`config.mk`:
```
export PLATFORM = sky130hd
export DESIGN_NAME = reader_irq_controller
export DESIGN_NICKNAME = d
export VERILOG_FILES = /design/src/hdl/irq_ctrl_pkg.sv /design/src/hdl/pin_edge_sync.sv /design/src/hdl/irq_request_bank.sv /design/src/hdl/reader_irq_controller.sv
export SDC_FILE = /design/constraint.sdc
export NUM_CORES = 1
export LEC_CHECK = 0
export BUFFER_PORTS_ARGS = -buffer_cell sky130_fd_sc_hd__clkbuf_2
export CAP_MARGIN = 30
export CORE_MARGIN = 8
export CORE_UTILIZATION = 25
export DETAILED_ROUTE_END_ITERATION = 8
export GPL_TIMING_DRIVEN = 0
export REMOVE_ABC_BUFFERS = 1
export SLEW_MARGIN = 10
export SYNTH_ARGS = -nofsm -noshare
export SYNTH_HDL_FRONTEND = slang
export SYNTH_SLANG_ARGS = --single-unit
```
`constraint.sdc`:
```
create_clock -name clock_i -period 2.9 [get_ports clock_i]
set_input_delay 0.29 -clock clock_i [delete_from_list [all_inputs] [get_ports clock_i]]
set_output_delay 0.29 -clock clock_i [all_outputs]
set_load 0.03 [all_outputs]
```
`src/hdl/irq_ctrl_pkg.sv`:
```
// Shared register map, field positions and reset values of the interrupt controller
package irq_ctrl_pkg;

	// Register port widths
	localparam int ADDR_W  = 6;
	localparam int DATA_W  = 8;
	localparam int CMD_W   = 4;
	localparam int TIMER_W = 16;

	// Register offsets
	localparam logic [ADDR_W-1:0] PRIM_EN_ADDR  = 6'h02;
	localparam logic [ADDR_W-1:0] SEC_EN_ADDR   = 6'h03;
	localparam logic [ADDR_W-1:0] PRIM_REQ_ADDR = 6'h04;
	localparam logic [ADDR_W-1:0] SEC_REQ_ADDR  = 6'h05;

	// Reset values
	localparam logic [DATA_W-1:0] PRIM_EN_RESET  = 8'h80;
	localparam logic [DATA_W-1:0] SEC_EN_RESET   = 8'h00;
	localparam logic [DATA_W-1:0] PRIM_REQ_RESET = 8'h14;
	localparam logic [DATA_W-1:0] SEC_REQ_RESET  = 8'h00;

	// Bit 7 of each register: polarity, drive select, set/clear select
	localparam int POLARITY_BIT  = 7;
	localparam int DRIVE_BIT     = 7;
	localparam int SET_CLEAR_BIT = 7;

	// Primary request and enable bit positions
	localparam int TX_BIT        = 6;
	localparam int RX_BIT        = 5;
	localparam int CMD_END_BIT   = 4;
	localparam int HIGH_BIT      = 3;
	localparam int LOW_BIT       = 2;
	localparam int FAULT_BIT     = 1;
	localparam int COUNTDOWN_BIT = 0;
	localparam int PRIM_REQ_W    = 7;

	// Secondary request and enable bit positions
	localparam int AUX_BIT      = 4;
	localparam int CHECKSUM_BIT = 2;
	localparam int SEC_REQ_W    = 2;
	localparam int AUX_IDX      = 1;
	localparam int CHECKSUM_IDX = 0;

	// Pin synchroniser fill count
	localparam logic [1:0] SYNC_FILL = 2'h3;

	// Command field code of the idle command
	localparam logic [CMD_W-1:0] CMD_IDLE = 4'h0;

endpackage

```
`src/hdl/pin_edge_sync.sv`:
```
// Three-stage pin synchroniser with debounced level and any-edge pulse
`timescale 1ns/100ps
`default_nettype none

module pin_edge_sync (
	input  wire logic clock_i,
	input  wire logic rst_i,
	input  wire logic pin_i,   // Asynchronous pin
	output logic      level_o, // Accepted level
	output logic      edge_o   // One-cycle pulse on either edge
);

	// Whole state of the synchroniser
	typedef struct packed {
		logic s1;     // First stage, read only by s2
		logic s2;
		logic s3;
		logic primed; // First agreement seen after reset
		logic level;
		logic edge_p;
		logic [1:0] fill; // Cycles since reset, held at SYNC_FILL
	} sync_state_t;

	sync_state_t q, d;

	// Next state: a change counts once stages two and three agree
	always_comb begin
		d        = q;
		d.s1     = pin_i;
		d.s2     = q.s1;
		d.s3     = q.s2;
		d.edge_p = 1'b0;
		// Reset zeros in the stages are no pin data
		if (q.fill != irq_ctrl_pkg::SYNC_FILL) begin
			d.fill = q.fill + 2'h1;
		end
		if ((q.fill == irq_ctrl_pkg::SYNC_FILL) && (q.s2 == q.s3)) begin
			// First agreement only loads the level, so a strap held at reset is no edge
			d.primed = 1'b1;
			d.level  = q.s3;
			d.edge_p = q.primed && (q.s3 != q.level);
		end
	end

	// State register
	always_ff @(posedge clock_i) begin
		if (rst_i) begin
			q <= '0;
		end else begin
			q <= d;
		end
	end

	assign level_o = q.level;
	assign edge_o  = q.edge_p;

endmodule

`default_nettype wire

```
`src/hdl/irq_request_bank.sv`:
```
// Sticky request bits with write-side set or clear of the marked bits
`timescale 1ns/100ps
`default_nettype none

module irq_request_bank #(
	parameter int           W         = 7,
	parameter logic [W-1:0] RESET_VAL = '0
) (
	input  wire logic         clock_i,
	input  wire logic         rst_i,
	input  wire logic         wr_i,      // Register write strobe
	input  wire logic [W-1:0] mark_i,    // Bits written as one
	input  wire logic         set_sel_i, // One sets marked bits, zero clears them
	input  wire logic [W-1:0] event_i,   // Hardware set pulses
	output logic      [W-1:0] req_o      // Latched requests
);

	// Elaboration check on the width
	if (W < 1) begin : g_bad_width
		$error("irq_request_bank needs at least one bit");
	end

	// Whole state of the bank
	typedef struct packed {
		logic [W-1:0] req;
	} bank_state_t;

	bank_state_t q, d;

	// Next state: write first, then hardware events, so a set beats a clear
	always_comb begin
		d = q;
		if (wr_i && set_sel_i) begin
			d.req = q.req | mark_i;
		end else if (wr_i) begin
			d.req = q.req & ~mark_i;
		end
		// Events only set; nothing but a write ever clears
		d.req = d.req | event_i;
	end

	// State register
	always_ff @(posedge clock_i) begin
		if (rst_i) begin
			q.req <= RESET_VAL;
		end else begin
			q <= d;
		end
	end

	assign req_o = q.req;

endmodule

`default_nettype wire

```
`src/hdl/reader_irq_controller.sv`:
```
// Interrupt request latching, enabling and pin drive of the reader
//
// Function
// - Polarity bit one inverts pin against status
// - Primary enable resets 80h; pin then floats
// - Primary enable bits 6..0 gate seven requests
// - Secondary enable bit 7 picks push-pull
// - Secondary bits 4, 2 gate aux, checksum
// - Primary write: bit 7 sets/clears marked bits
// - Transmit-done set after last bit sent
// - Receive-done on stream end, optionally needs data
// - Command-end set when command returns to idle
// - Unknown command forces idle, sets command-end
// - Host writing idle sets no command-end
// - FIFO-high request latches on status rise
// - FIFO-low request latches on status rise
// - Fault request set when any error rises
// - Countdown request set when timer reaches zero
// - Primary request resets to 14h
// - Secondary request: select 7, aux 4, checksum 2
// - Secondary write: bit 7 sets/clears marked bits
// - Aux request set on either input edge
// - Checksum request when compute done processing
`timescale 1ns/100ps
`default_nettype none

module reader_irq_controller #(
	// Bit n set means command code n is a known command
	parameter logic [15:0] KNOWN_CMD_MASK = 16'h00FF
) (
	input  wire logic                               clock_i,
	input  wire logic                               rst_i,
	// Register port
	input  wire logic [irq_ctrl_pkg::ADDR_W-1:0]    reg_addr_i,
	input  wire logic                               reg_wr_i,
	input  wire logic                               reg_rd_i,
	input  wire logic [irq_ctrl_pkg::DATA_W-1:0]    reg_wdata_i,
	output logic      [irq_ctrl_pkg::DATA_W-1:0]    reg_rdata_o,
	// Transmitter and receiver
	input  wire logic                               tx_last_bit_sent_i,
	input  wire logic                               rx_stream_end_i,
	input  wire logic                               rx_ignore_empty_option_i,
	input  wire logic                               fifo_has_data_i,
	// FIFO level alerts
	input  wire logic                               fifo_high_status_i,
	input  wire logic                               fifo_low_status_i,
	// Error flags and timer
	input  wire logic [irq_ctrl_pkg::DATA_W-1:0]    error_flag_register_i,
	input  wire logic [irq_ctrl_pkg::TIMER_W-1:0]   timer_count_register_i,
	// Command sequencer
	input  wire logic [irq_ctrl_pkg::CMD_W-1:0]     command_register_i,
	input  wire logic                               cmd_host_idle_write_i,
	input  wire logic                               cmd_start_i,
	input  wire logic [irq_ctrl_pkg::CMD_W-1:0]     cmd_start_code_i,
	output logic                                    cmd_force_idle_o,
	// Checksum coprocessor
	input  wire logic                               checksum_compute_active_i,
	input  wire logic                               checksum_data_done_i,
	// Auxiliary serial input pin
	input  wire logic                               aux_serial_input_i,
	// Interrupt outputs
	output logic                                    irq_status_o,
	output logic                                    irq_pin_o,
	output logic                                    irq_pin_oe_o
);

	// Elaboration check: the idle code must itself be a known command
	if (!KNOWN_CMD_MASK[irq_ctrl_pkg::CMD_IDLE]) begin : g_bad_mask
		$error("KNOWN_CMD_MASK must include the idle command");
	end

	// One mask bit per command code
	if ($bits(KNOWN_CMD_MASK) != (1 << irq_ctrl_pkg::CMD_W)) begin : g_mask_w
		$error("KNOWN_CMD_MASK width wrong");
	end

	// Select bit above all request bits
	if (irq_ctrl_pkg::SET_CLEAR_BIT < irq_ctrl_pkg::PRIM_REQ_W) begin : g_layout
		$error("set/clear select overlaps a request");
	end

	// Whole state of the controller outside the request banks
	// History fields: each source one cycle back
	typedef struct packed {
		logic [irq_ctrl_pkg::DATA_W-1:0] prim_en;    // Polarity plus seven enables
		logic                            drive_sel;  // Push-pull when one
		logic                            aux_en;     // Aux activity enable
		logic                            chk_en;     // Checksum enable
		logic [irq_ctrl_pkg::CMD_W-1:0]  cmd_prev;   // Command field last cycle
		logic                            idle_wr;    // Host idle write last cycle
		logic [irq_ctrl_pkg::DATA_W-1:0] err_prev;   // Error flags last cycle
		logic                            high_prev;  // FIFO-high status last cycle
		logic                            low_prev;   // FIFO-low status last cycle
		logic                            tmr_nz;     // Timer was non-zero
		logic                            chk_prev;   // Checksum finish last cycle
		logic [irq_ctrl_pkg::DATA_W-1:0] rdata;      // Read data
		logic                            status;     // Global interrupt status
		logic                            pin;        // Pin output value
		logic                            pin_oe;     // Pin output enable
		logic                            force_idle; // Unknown command pulse
	} ctrl_state_t;

	ctrl_state_t q, d;

	// Banks own the set/clear state
	// Request bank outputs
	logic [irq_ctrl_pkg::PRIM_REQ_W-1:0] prim_req;
	logic [irq_ctrl_pkg::SEC_REQ_W-1:0]  sec_req;

	// Hardware event pulses into the banks
	logic [irq_ctrl_pkg::PRIM_REQ_W-1:0] prim_evt;
	logic [irq_ctrl_pkg::SEC_REQ_W-1:0]  sec_evt;

	// Decoded register writes
	logic                                prim_req_wr;
	logic                                sec_req_wr;
	logic [irq_ctrl_pkg::SEC_REQ_W-1:0]  sec_mark;

	// Aux pin after synchronisation
	logic                                aux_edge;

	// Decoded address test, used by every register
	// One function keeps all write decodes alike
	function automatic logic hit(
		input logic [irq_ctrl_pkg::ADDR_W-1:0] addr,
		input logic [irq_ctrl_pkg::ADDR_W-1:0] target
	);
		hit = (addr == target);
	endfunction

	// Rising edge of a level against its previous value
	function automatic logic rose(input logic now_v, input logic prev_v);
		rose = now_v && !prev_v;
	endfunction

	// Request write strobes
	// Only one register decodes per write
	assign prim_req_wr = reg_wr_i && hit(reg_addr_i, irq_ctrl_pkg::PRIM_REQ_ADDR);
	assign sec_req_wr  = reg_wr_i && hit(reg_addr_i, irq_ctrl_pkg::SEC_REQ_ADDR);

	// Secondary marks gathered from their scattered bit positions
	// Reserved write bits are dropped
	assign sec_mark[irq_ctrl_pkg::AUX_IDX]      = reg_wdata_i[irq_ctrl_pkg::AUX_BIT];
	assign sec_mark[irq_ctrl_pkg::CHECKSUM_IDX] = reg_wdata_i[irq_ctrl_pkg::CHECKSUM_BIT];

	// Aux input comes from a pin: synchronise, then take either edge
	// Level output unused; edges suffice
	pin_edge_sync u_aux_sync (
		.clock_i (clock_i),
		.rst_i   (rst_i),
		.pin_i   (aux_serial_input_i),
		.level_o (),
		.edge_o  (aux_edge)
	);

	// Primary event sources
	always_comb begin
		prim_evt = '0;
		// Transmitter pulse arrives once the final bit has left
		prim_evt[irq_ctrl_pkg::TX_BIT] = tx_last_bit_sent_i;
		// With the option on, an empty FIFO suppresses the request
		// FIFO level taken with the stream end
		prim_evt[irq_ctrl_pkg::RX_BIT] = rx_stream_end_i
			&& (!rx_ignore_empty_option_i || fifo_has_data_i);
		// Any command to idle, unless the host wrote idle itself
		// Host pulse may lead the field
		// change by one cycle
		prim_evt[irq_ctrl_pkg::CMD_END_BIT] =
			((command_register_i == irq_ctrl_pkg::CMD_IDLE)
			&& (q.cmd_prev != irq_ctrl_pkg::CMD_IDLE)
			&& !cmd_host_idle_write_i && !q.idle_wr)
			|| (cmd_start_i && !KNOWN_CMD_MASK[cmd_start_code_i]);
		// Level alerts count only on their rising edge
		// A level held high fires once
		prim_evt[irq_ctrl_pkg::HIGH_BIT] = rose(fifo_high_status_i, q.high_prev);
		prim_evt[irq_ctrl_pkg::LOW_BIT]  = rose(fifo_low_status_i, q.low_prev);
		// Any single flag rising is enough
		prim_evt[irq_ctrl_pkg::FAULT_BIT] = |(error_flag_register_i & ~q.err_prev);
		// Count reached zero from a non-zero value
		// A timer loaded with zero is silent
		prim_evt[irq_ctrl_pkg::COUNTDOWN_BIT] = q.tmr_nz
			&& (timer_count_register_i == '0);
	end

	// Secondary event sources
	always_comb begin
		sec_evt = '0;
		sec_evt[irq_ctrl_pkg::AUX_IDX] = aux_edge;
		// Finish is a level; only its rise is an event
		// Both levels must be high together
		sec_evt[irq_ctrl_pkg::CHECKSUM_IDX] = rose(
			checksum_compute_active_i && checksum_data_done_i, q.chk_prev);
	end

	// Primary requests; bit 7 of the write picks set or clear
	// Command-end and low-alert set at reset
	irq_request_bank #(
		.W         (irq_ctrl_pkg::PRIM_REQ_W),
		.RESET_VAL (irq_ctrl_pkg::PRIM_REQ_RESET[irq_ctrl_pkg::PRIM_REQ_W-1:0])
	) u_prim_req (
		.clock_i   (clock_i),
		.rst_i     (rst_i),
		.wr_i      (prim_req_wr),
		.mark_i    (reg_wdata_i[irq_ctrl_pkg::PRIM_REQ_W-1:0]),
		.set_sel_i (reg_wdata_i[irq_ctrl_pkg::SET_CLEAR_BIT]),
		.event_i   (prim_evt),
		.req_o     (prim_req)
	);

	// Secondary requests, same mechanism on the two live bits
	// Reserved bits get no storage
	irq_request_bank #(
		.W         (irq_ctrl_pkg::SEC_REQ_W),
		.RESET_VAL (irq_ctrl_pkg::SEC_REQ_RESET[irq_ctrl_pkg::SEC_REQ_W-1:0])
	) u_sec_req (
		.clock_i   (clock_i),
		.rst_i     (rst_i),
		.wr_i      (sec_req_wr),
		.mark_i    (sec_mark),
		.set_sel_i (reg_wdata_i[irq_ctrl_pkg::SET_CLEAR_BIT]),
		.event_i   (sec_evt),
		.req_o     (sec_req)
	);

	// Next state of enables, edge history, read data and pin
	always_comb begin
		logic level;
		level = 1'b0;
		d     = q;

		// Writes land at the next edge
		// Enable register writes
		if (reg_wr_i && hit(reg_addr_i, irq_ctrl_pkg::PRIM_EN_ADDR)) begin
			d.prim_en = reg_wdata_i;
		end
		if (reg_wr_i && hit(reg_addr_i, irq_ctrl_pkg::SEC_EN_ADDR)) begin
			// Reserved bits are not stored
			d.drive_sel = reg_wdata_i[irq_ctrl_pkg::DRIVE_BIT];
			d.aux_en    = reg_wdata_i[irq_ctrl_pkg::AUX_BIT];
			d.chk_en    = reg_wdata_i[irq_ctrl_pkg::CHECKSUM_BIT];
		end

		// Edge history for the level-type sources
		// A request cleared while its level
		// stays high waits for a new rise
		d.cmd_prev  = command_register_i;
		d.idle_wr   = cmd_host_idle_write_i;
		d.err_prev  = error_flag_register_i;
		d.high_prev = fifo_high_status_i;
		d.low_prev  = fifo_low_status_i;
		d.tmr_nz    = (timer_count_register_i != '0);
		d.chk_prev  = checksum_compute_active_i && checksum_data_done_i;

		// Unknown command: sequencer must fall back to idle
		// Sequencer sees it one cycle later
		d.force_idle = cmd_start_i && !KNOWN_CMD_MASK[cmd_start_code_i];

		// Read data held until the next read
		// Cycles without a read keep old data
		if (reg_rd_i) begin
			d.rdata = '0;
			unique case (reg_addr_i)
				// Polarity reads with the enables
				irq_ctrl_pkg::PRIM_EN_ADDR: begin
					d.rdata = q.prim_en;
				end
				// Three stored bits only
				irq_ctrl_pkg::SEC_EN_ADDR: begin
					d.rdata[irq_ctrl_pkg::DRIVE_BIT]    = q.drive_sel;
					d.rdata[irq_ctrl_pkg::AUX_BIT]      = q.aux_en;
					d.rdata[irq_ctrl_pkg::CHECKSUM_BIT] = q.chk_en;
				end
				irq_ctrl_pkg::PRIM_REQ_ADDR: begin
					// Select bit is write-only and reads zero
					d.rdata[irq_ctrl_pkg::PRIM_REQ_W-1:0] = prim_req;
				end
				// Live bits at register places
				irq_ctrl_pkg::SEC_REQ_ADDR: begin
					d.rdata[irq_ctrl_pkg::AUX_BIT]      = sec_req[irq_ctrl_pkg::AUX_IDX];
					d.rdata[irq_ctrl_pkg::CHECKSUM_BIT] =
						sec_req[irq_ctrl_pkg::CHECKSUM_IDX];
				end
				// Other offsets belong to other blocks and read zero here
				default: begin
					d.rdata = '0;
				end
			endcase
		end

		// Global status from current requests and the next enables
		// Next enables reach the pin at once,
		// at the cost of a longer path
		d.status = |(prim_req & d.prim_en[irq_ctrl_pkg::PRIM_REQ_W-1:0])
			|| (sec_req[irq_ctrl_pkg::AUX_IDX] && d.aux_en)
			|| (sec_req[irq_ctrl_pkg::CHECKSUM_IDX] && d.chk_en);

		// Pin level, inverted when the polarity bit is one
		level = d.status ^ d.prim_en[irq_ctrl_pkg::POLARITY_BIT];

		// Push-pull drives always; open-drain only pulls low
		// Open-drain never drives high, so
		// a shared pulled-up line is safe
		if (d.drive_sel) begin
			d.pin    = level;
			d.pin_oe = 1'b1;
		end else begin
			// High level floats, which is the state after reset
			d.pin    = 1'b0;
			d.pin_oe = !level;
		end
	end

	// State register
	// Synchronous reset only
	always_ff @(posedge clock_i) begin
		if (rst_i) begin
			// Read data, status, pin all zero
			q           <= '0;
			q.prim_en   <= irq_ctrl_pkg::PRIM_EN_RESET;
			q.drive_sel <= irq_ctrl_pkg::SEC_EN_RESET[irq_ctrl_pkg::DRIVE_BIT];
			q.aux_en    <= irq_ctrl_pkg::SEC_EN_RESET[irq_ctrl_pkg::AUX_BIT];
			q.chk_en    <= irq_ctrl_pkg::SEC_EN_RESET[irq_ctrl_pkg::CHECKSUM_BIT];
			// History at rest: no event at release
			q.cmd_prev  <= irq_ctrl_pkg::CMD_IDLE;
		end else begin
			q <= d;
		end
	end

	// Outputs straight from flip-flops
	// Pin and enable change together
	assign reg_rdata_o      = q.rdata;
	assign cmd_force_idle_o = q.force_idle;
	assign irq_status_o     = q.status;
	assign irq_pin_o        = q.pin;
	assign irq_pin_oe_o     = q.pin_oe;

endmodule

`default_nettype wire

```
==> flow_summary.json <==
{
  "status": "completed",
  "slew_violations": 0,
  "wirelength_mm": 5.663,
  "cts_tree": "yes",
  "cap_violations": 0,
  "cp-start-kind": "primary input",
  "htreeDepth": 3,
  "io_pins": 73,
  "drt_iter0_drc": 66,
  "finalCritPeriodShare": 0.8095,
  "cp.required_ns": 3.13,
  "worstHoldStart": "aux_serial_input_i",
  "relSlewSlack": 0.5443,
  "whs_path_depth": 2,
  "final_cell_area_mm2": 0.003035,
  "clock_skew_ns": 0.005909,
  "crit_arrival_ns": 2.57,
  "synth_seq_area_share": 0.4762,
  "synth_area_mm2": 0.002396,
  "initial_core_util": 0.2581,
  "drc_errors": 0,
  "diodes": 0,
  "clk_latency_ns": 0.33,
  "dp_worst_setup_slack_ns": 0.2217,
  "vias_per_cell": 4.386,
  "first_pass_iters": 4,
  "irDropWorstVdd_uv": 279.1,
  "netlist_instances": 265,
  "place.gp.congestion": 0.7694,
  "ctsRootBufferMaster": "clkbuf_8",
  "holdBufCountCts": 0,
  "r2r_slack_ns": 1.20,
  "synth-seq-cells": 57,
  "layout_min_cycle_time_ns": 2.348,
  "p_leak_nw": 1.377,
  "final_layout_size_suffix_gt1_frac": 0.2606,
  "hold_ws_ns": 0.1789,
  "antenna_found_initial": 0,
  "port_buffers": 69,
  "area_delta_synth_final_pct": 26.68,
  "cp-end-kind": "flop",
  "overflow": 0,
  "grt_pass1_wl_mm": 9.577,
  "slowest_delay_ns": 0.69,
  "final_antenna_net_count": 0,
  "cts_resized": 0,
  "die_area_mm2": 0.01297,
  "hold_path_class": "in -> reg",
  "synth_area_per_cell_um2": 9.042,
  "setup_viol": 0,
  "vias": 2013,
  "worst_slew_pin_slew_ns": 0.6784,
  "ys_async_sr_fraction": 0,
  "criticalPathCategory": "in -> reg",
  "critPathTopFamily": "simple AND/OR/NAND/NOR gates",
  "dp_hpwl_mm": 4.271,
  "grt_max_degree": 40,
  "placed_cell_area_mm2": 0.002813,
  "yosysTopAreaCell": "dfxtp_1",
  "synth_common_cells": "dfxtp_1 (57), nor2_1 (29), mux2i_1 (25)",
  "p_total_mw": 1.813,
  "synth.top_cell.area_share": 0.4762,
  "std_cell_rows": 35,
  "rsz0062_at_grt": "false",
  "gr-usage-all-layers": 0.09308,
  "worstReg2RegStart": "u_prim_req.req_o[2]",
  "holdPathEnd": "u_aux_sync.d[6]",
  "synth_flop_cell": "dfxtp_1",
  "synth_edf_count": 0,
  "chipHeight_um": 113.9,
  "critical_path.slowest_cell": "or4b_4",
  "nFillCells": 1017,
  "yosys-top-cells-area": "dfxtp_1 (48%), mux2i_1 (10%), nor2_1 (4.5%)",
  "grt_pass1_vias": 2061,
  "crit_buf_inv": 1,
  "core-area_mm2": 0.009284,
  "setup_slack_ns": 0.5524,
  "cts_made_buffers": 9,
  "clk_pin_slew_ns": 0.06,
  "cp_cell_sequence": "clkbuf_2 > or3_1 > or4b_4 > mux2_4 > nor4_2 > xnor2_1 > a21o_1",
  "crit_fanout": 11,
  "wl_per_cell_um": 12.34,
  "cts_setup_buffers": 0,
  "power_density_mw_per_mm2": 597.3,
  "clockBufferDepth": 2,
  "fin_tns_setup_ns": 0,
  "fmax_mhz": 426.0,
  "synth_cell_types": 37,
  "synth.most_common_cell": "dfxtp_1",
  "hold_violations": 0,
  "cts_sinks": 57,
  "nets": 387,
  "die_w_um": 113.9,
  "r2r_end": "irq_pin_oe_o",
  "yosysWarnings": 0,
  "worstRegToRegCells": 6
}
power by group:
part / internal [mW] / switching [mW] / leakage (nW) / total [mW]
logic: 0.0711 / 0.0807 / 0.798 / 0.152
registers: 0.816 / 0.0163 / 0.468 / 0.832
clock network: 0.532 / 0.297 / 0.111 / 0.829
total: 1.42 / 0.394 / 1.38 / 1.81
registers in the layout (all words and copies together) (netlist names), 2 cells and up:
| signal | count |
|---|---|
| u_prim_req.req_o | 7 |
| q | 28 |
| reg_rdata_o | 8 |
| u_sec_req.req_o | 2 |
| u_aux_sync.d | 2 |
| u_aux_sync.q | 4 |
worst max path at each step:
stage,from,cells past startpoint,endpoint
5_1_grt,reg_addr_i[3],7,irq_pin_oe_o
4_1_cts,reg_addr_i[3],7,irq_pin_oe_o
3_3_place_gp,reg_addr_i[3],7,irq_pin_oe_o
3_5_place_dp,reg_addr_i[3],7,irq_pin_oe_o
6_report,reg_addr_i[3],7,irq_pin_oe_o
2_1_floorplan,reg_addr_i[3],6,irq_pin_oe_o
layout make-up:
class / count / area [um2] / area share
clock buffers: 14 / 162.7 / 0.05359
clock inverters: 2 / 60.06 / 0.01979
inverters: 14 / 52.55 / 0.01731
multi-input cells: 173 / 1092 / 0.3599
flip-flops and latches: 57 / 1141 / 0.3759
well taps: 129 / 161.4 / 0.05317
repair buffers: 70 / 365.4 / 0.1204
cell families (layout without fill, tap and decap cells):
group | count (synthesis) | after routing | share of synthesized area
AOI/OAI and AO/OA | 45 | 45 | 0.1238
DFF | 57 | 57 | 0.4762
adders and majority gates | 1 | 1 | 0.005221
muxes | 26 | 26 | 0.1107
xor gates and xnor gates | 3 | 3 | 0.01097
and+or+nand+nor | 98 | 98 | 0.2052
buffers and inverters | 35 | 100 | 0.06788
per-layer routing:
metal | up-vias | global-route usage | wire length [um]
met5 | - | 0 | 0
met2 | 54 | 0.1538 | 2697
li1 | 1028 | - | -
met1 | 925 | 0.1029 | 2509
met3 | 6 | 0.04173 | 386
met4 | 0 | 0.03461 | 70
stage by stage:
stage          cells  utilization
2_1_floorplan    244            -
3_3_place_gp     442       0.3008
3_5_place_dp     443       0.3030
4_1_cts          459       0.3270
5_1_grt          459       0.3270
6_report         459       0.3270
layout by cell type (no fill, tap or decap), types with 2 or more instances in the layout:
| master | n |
|---|---|
| clkbuf_2 | 69 |
| clkbuf_8 | 11 |
| nor3_1 | 8 |
| a221oi_1 | 2 |
| inv_1 | 14 |
| nor4_1 | 4 |
| mux2i_1 | 25 |
| and3_1 | 2 |
| xnor2_1 | 2 |
| clkbuf_1 | 3 |
| nand2_1 | 21 |
| nor2b_1 | 14 |
| a22oi_1 | 11 |
| o22ai_1 | 4 |
| o21ai_0 | 4 |
| bufinv_16 | 2 |
| a211oi_1 | 6 |
| or3_1 | 2 |
| dfxtp_1 | 57 |
| nand3_1 | 5 |
| a21o_1 | 2 |
| a21oi_1 | 12 |
| nor2_1 | 29 |
| nand2b_1 | 6 |
worst reg2reg max path, delay by kind of cell (launching register included):
family / cells / cell delay (ns)
compound gates: 2 / 0.41
flops: 1 / 0.35
simple gates: 2 / 0.41
mux: 1 / 0.28
xor+xnor: 1 / 0.15
(Power assumes the default switching activity.)
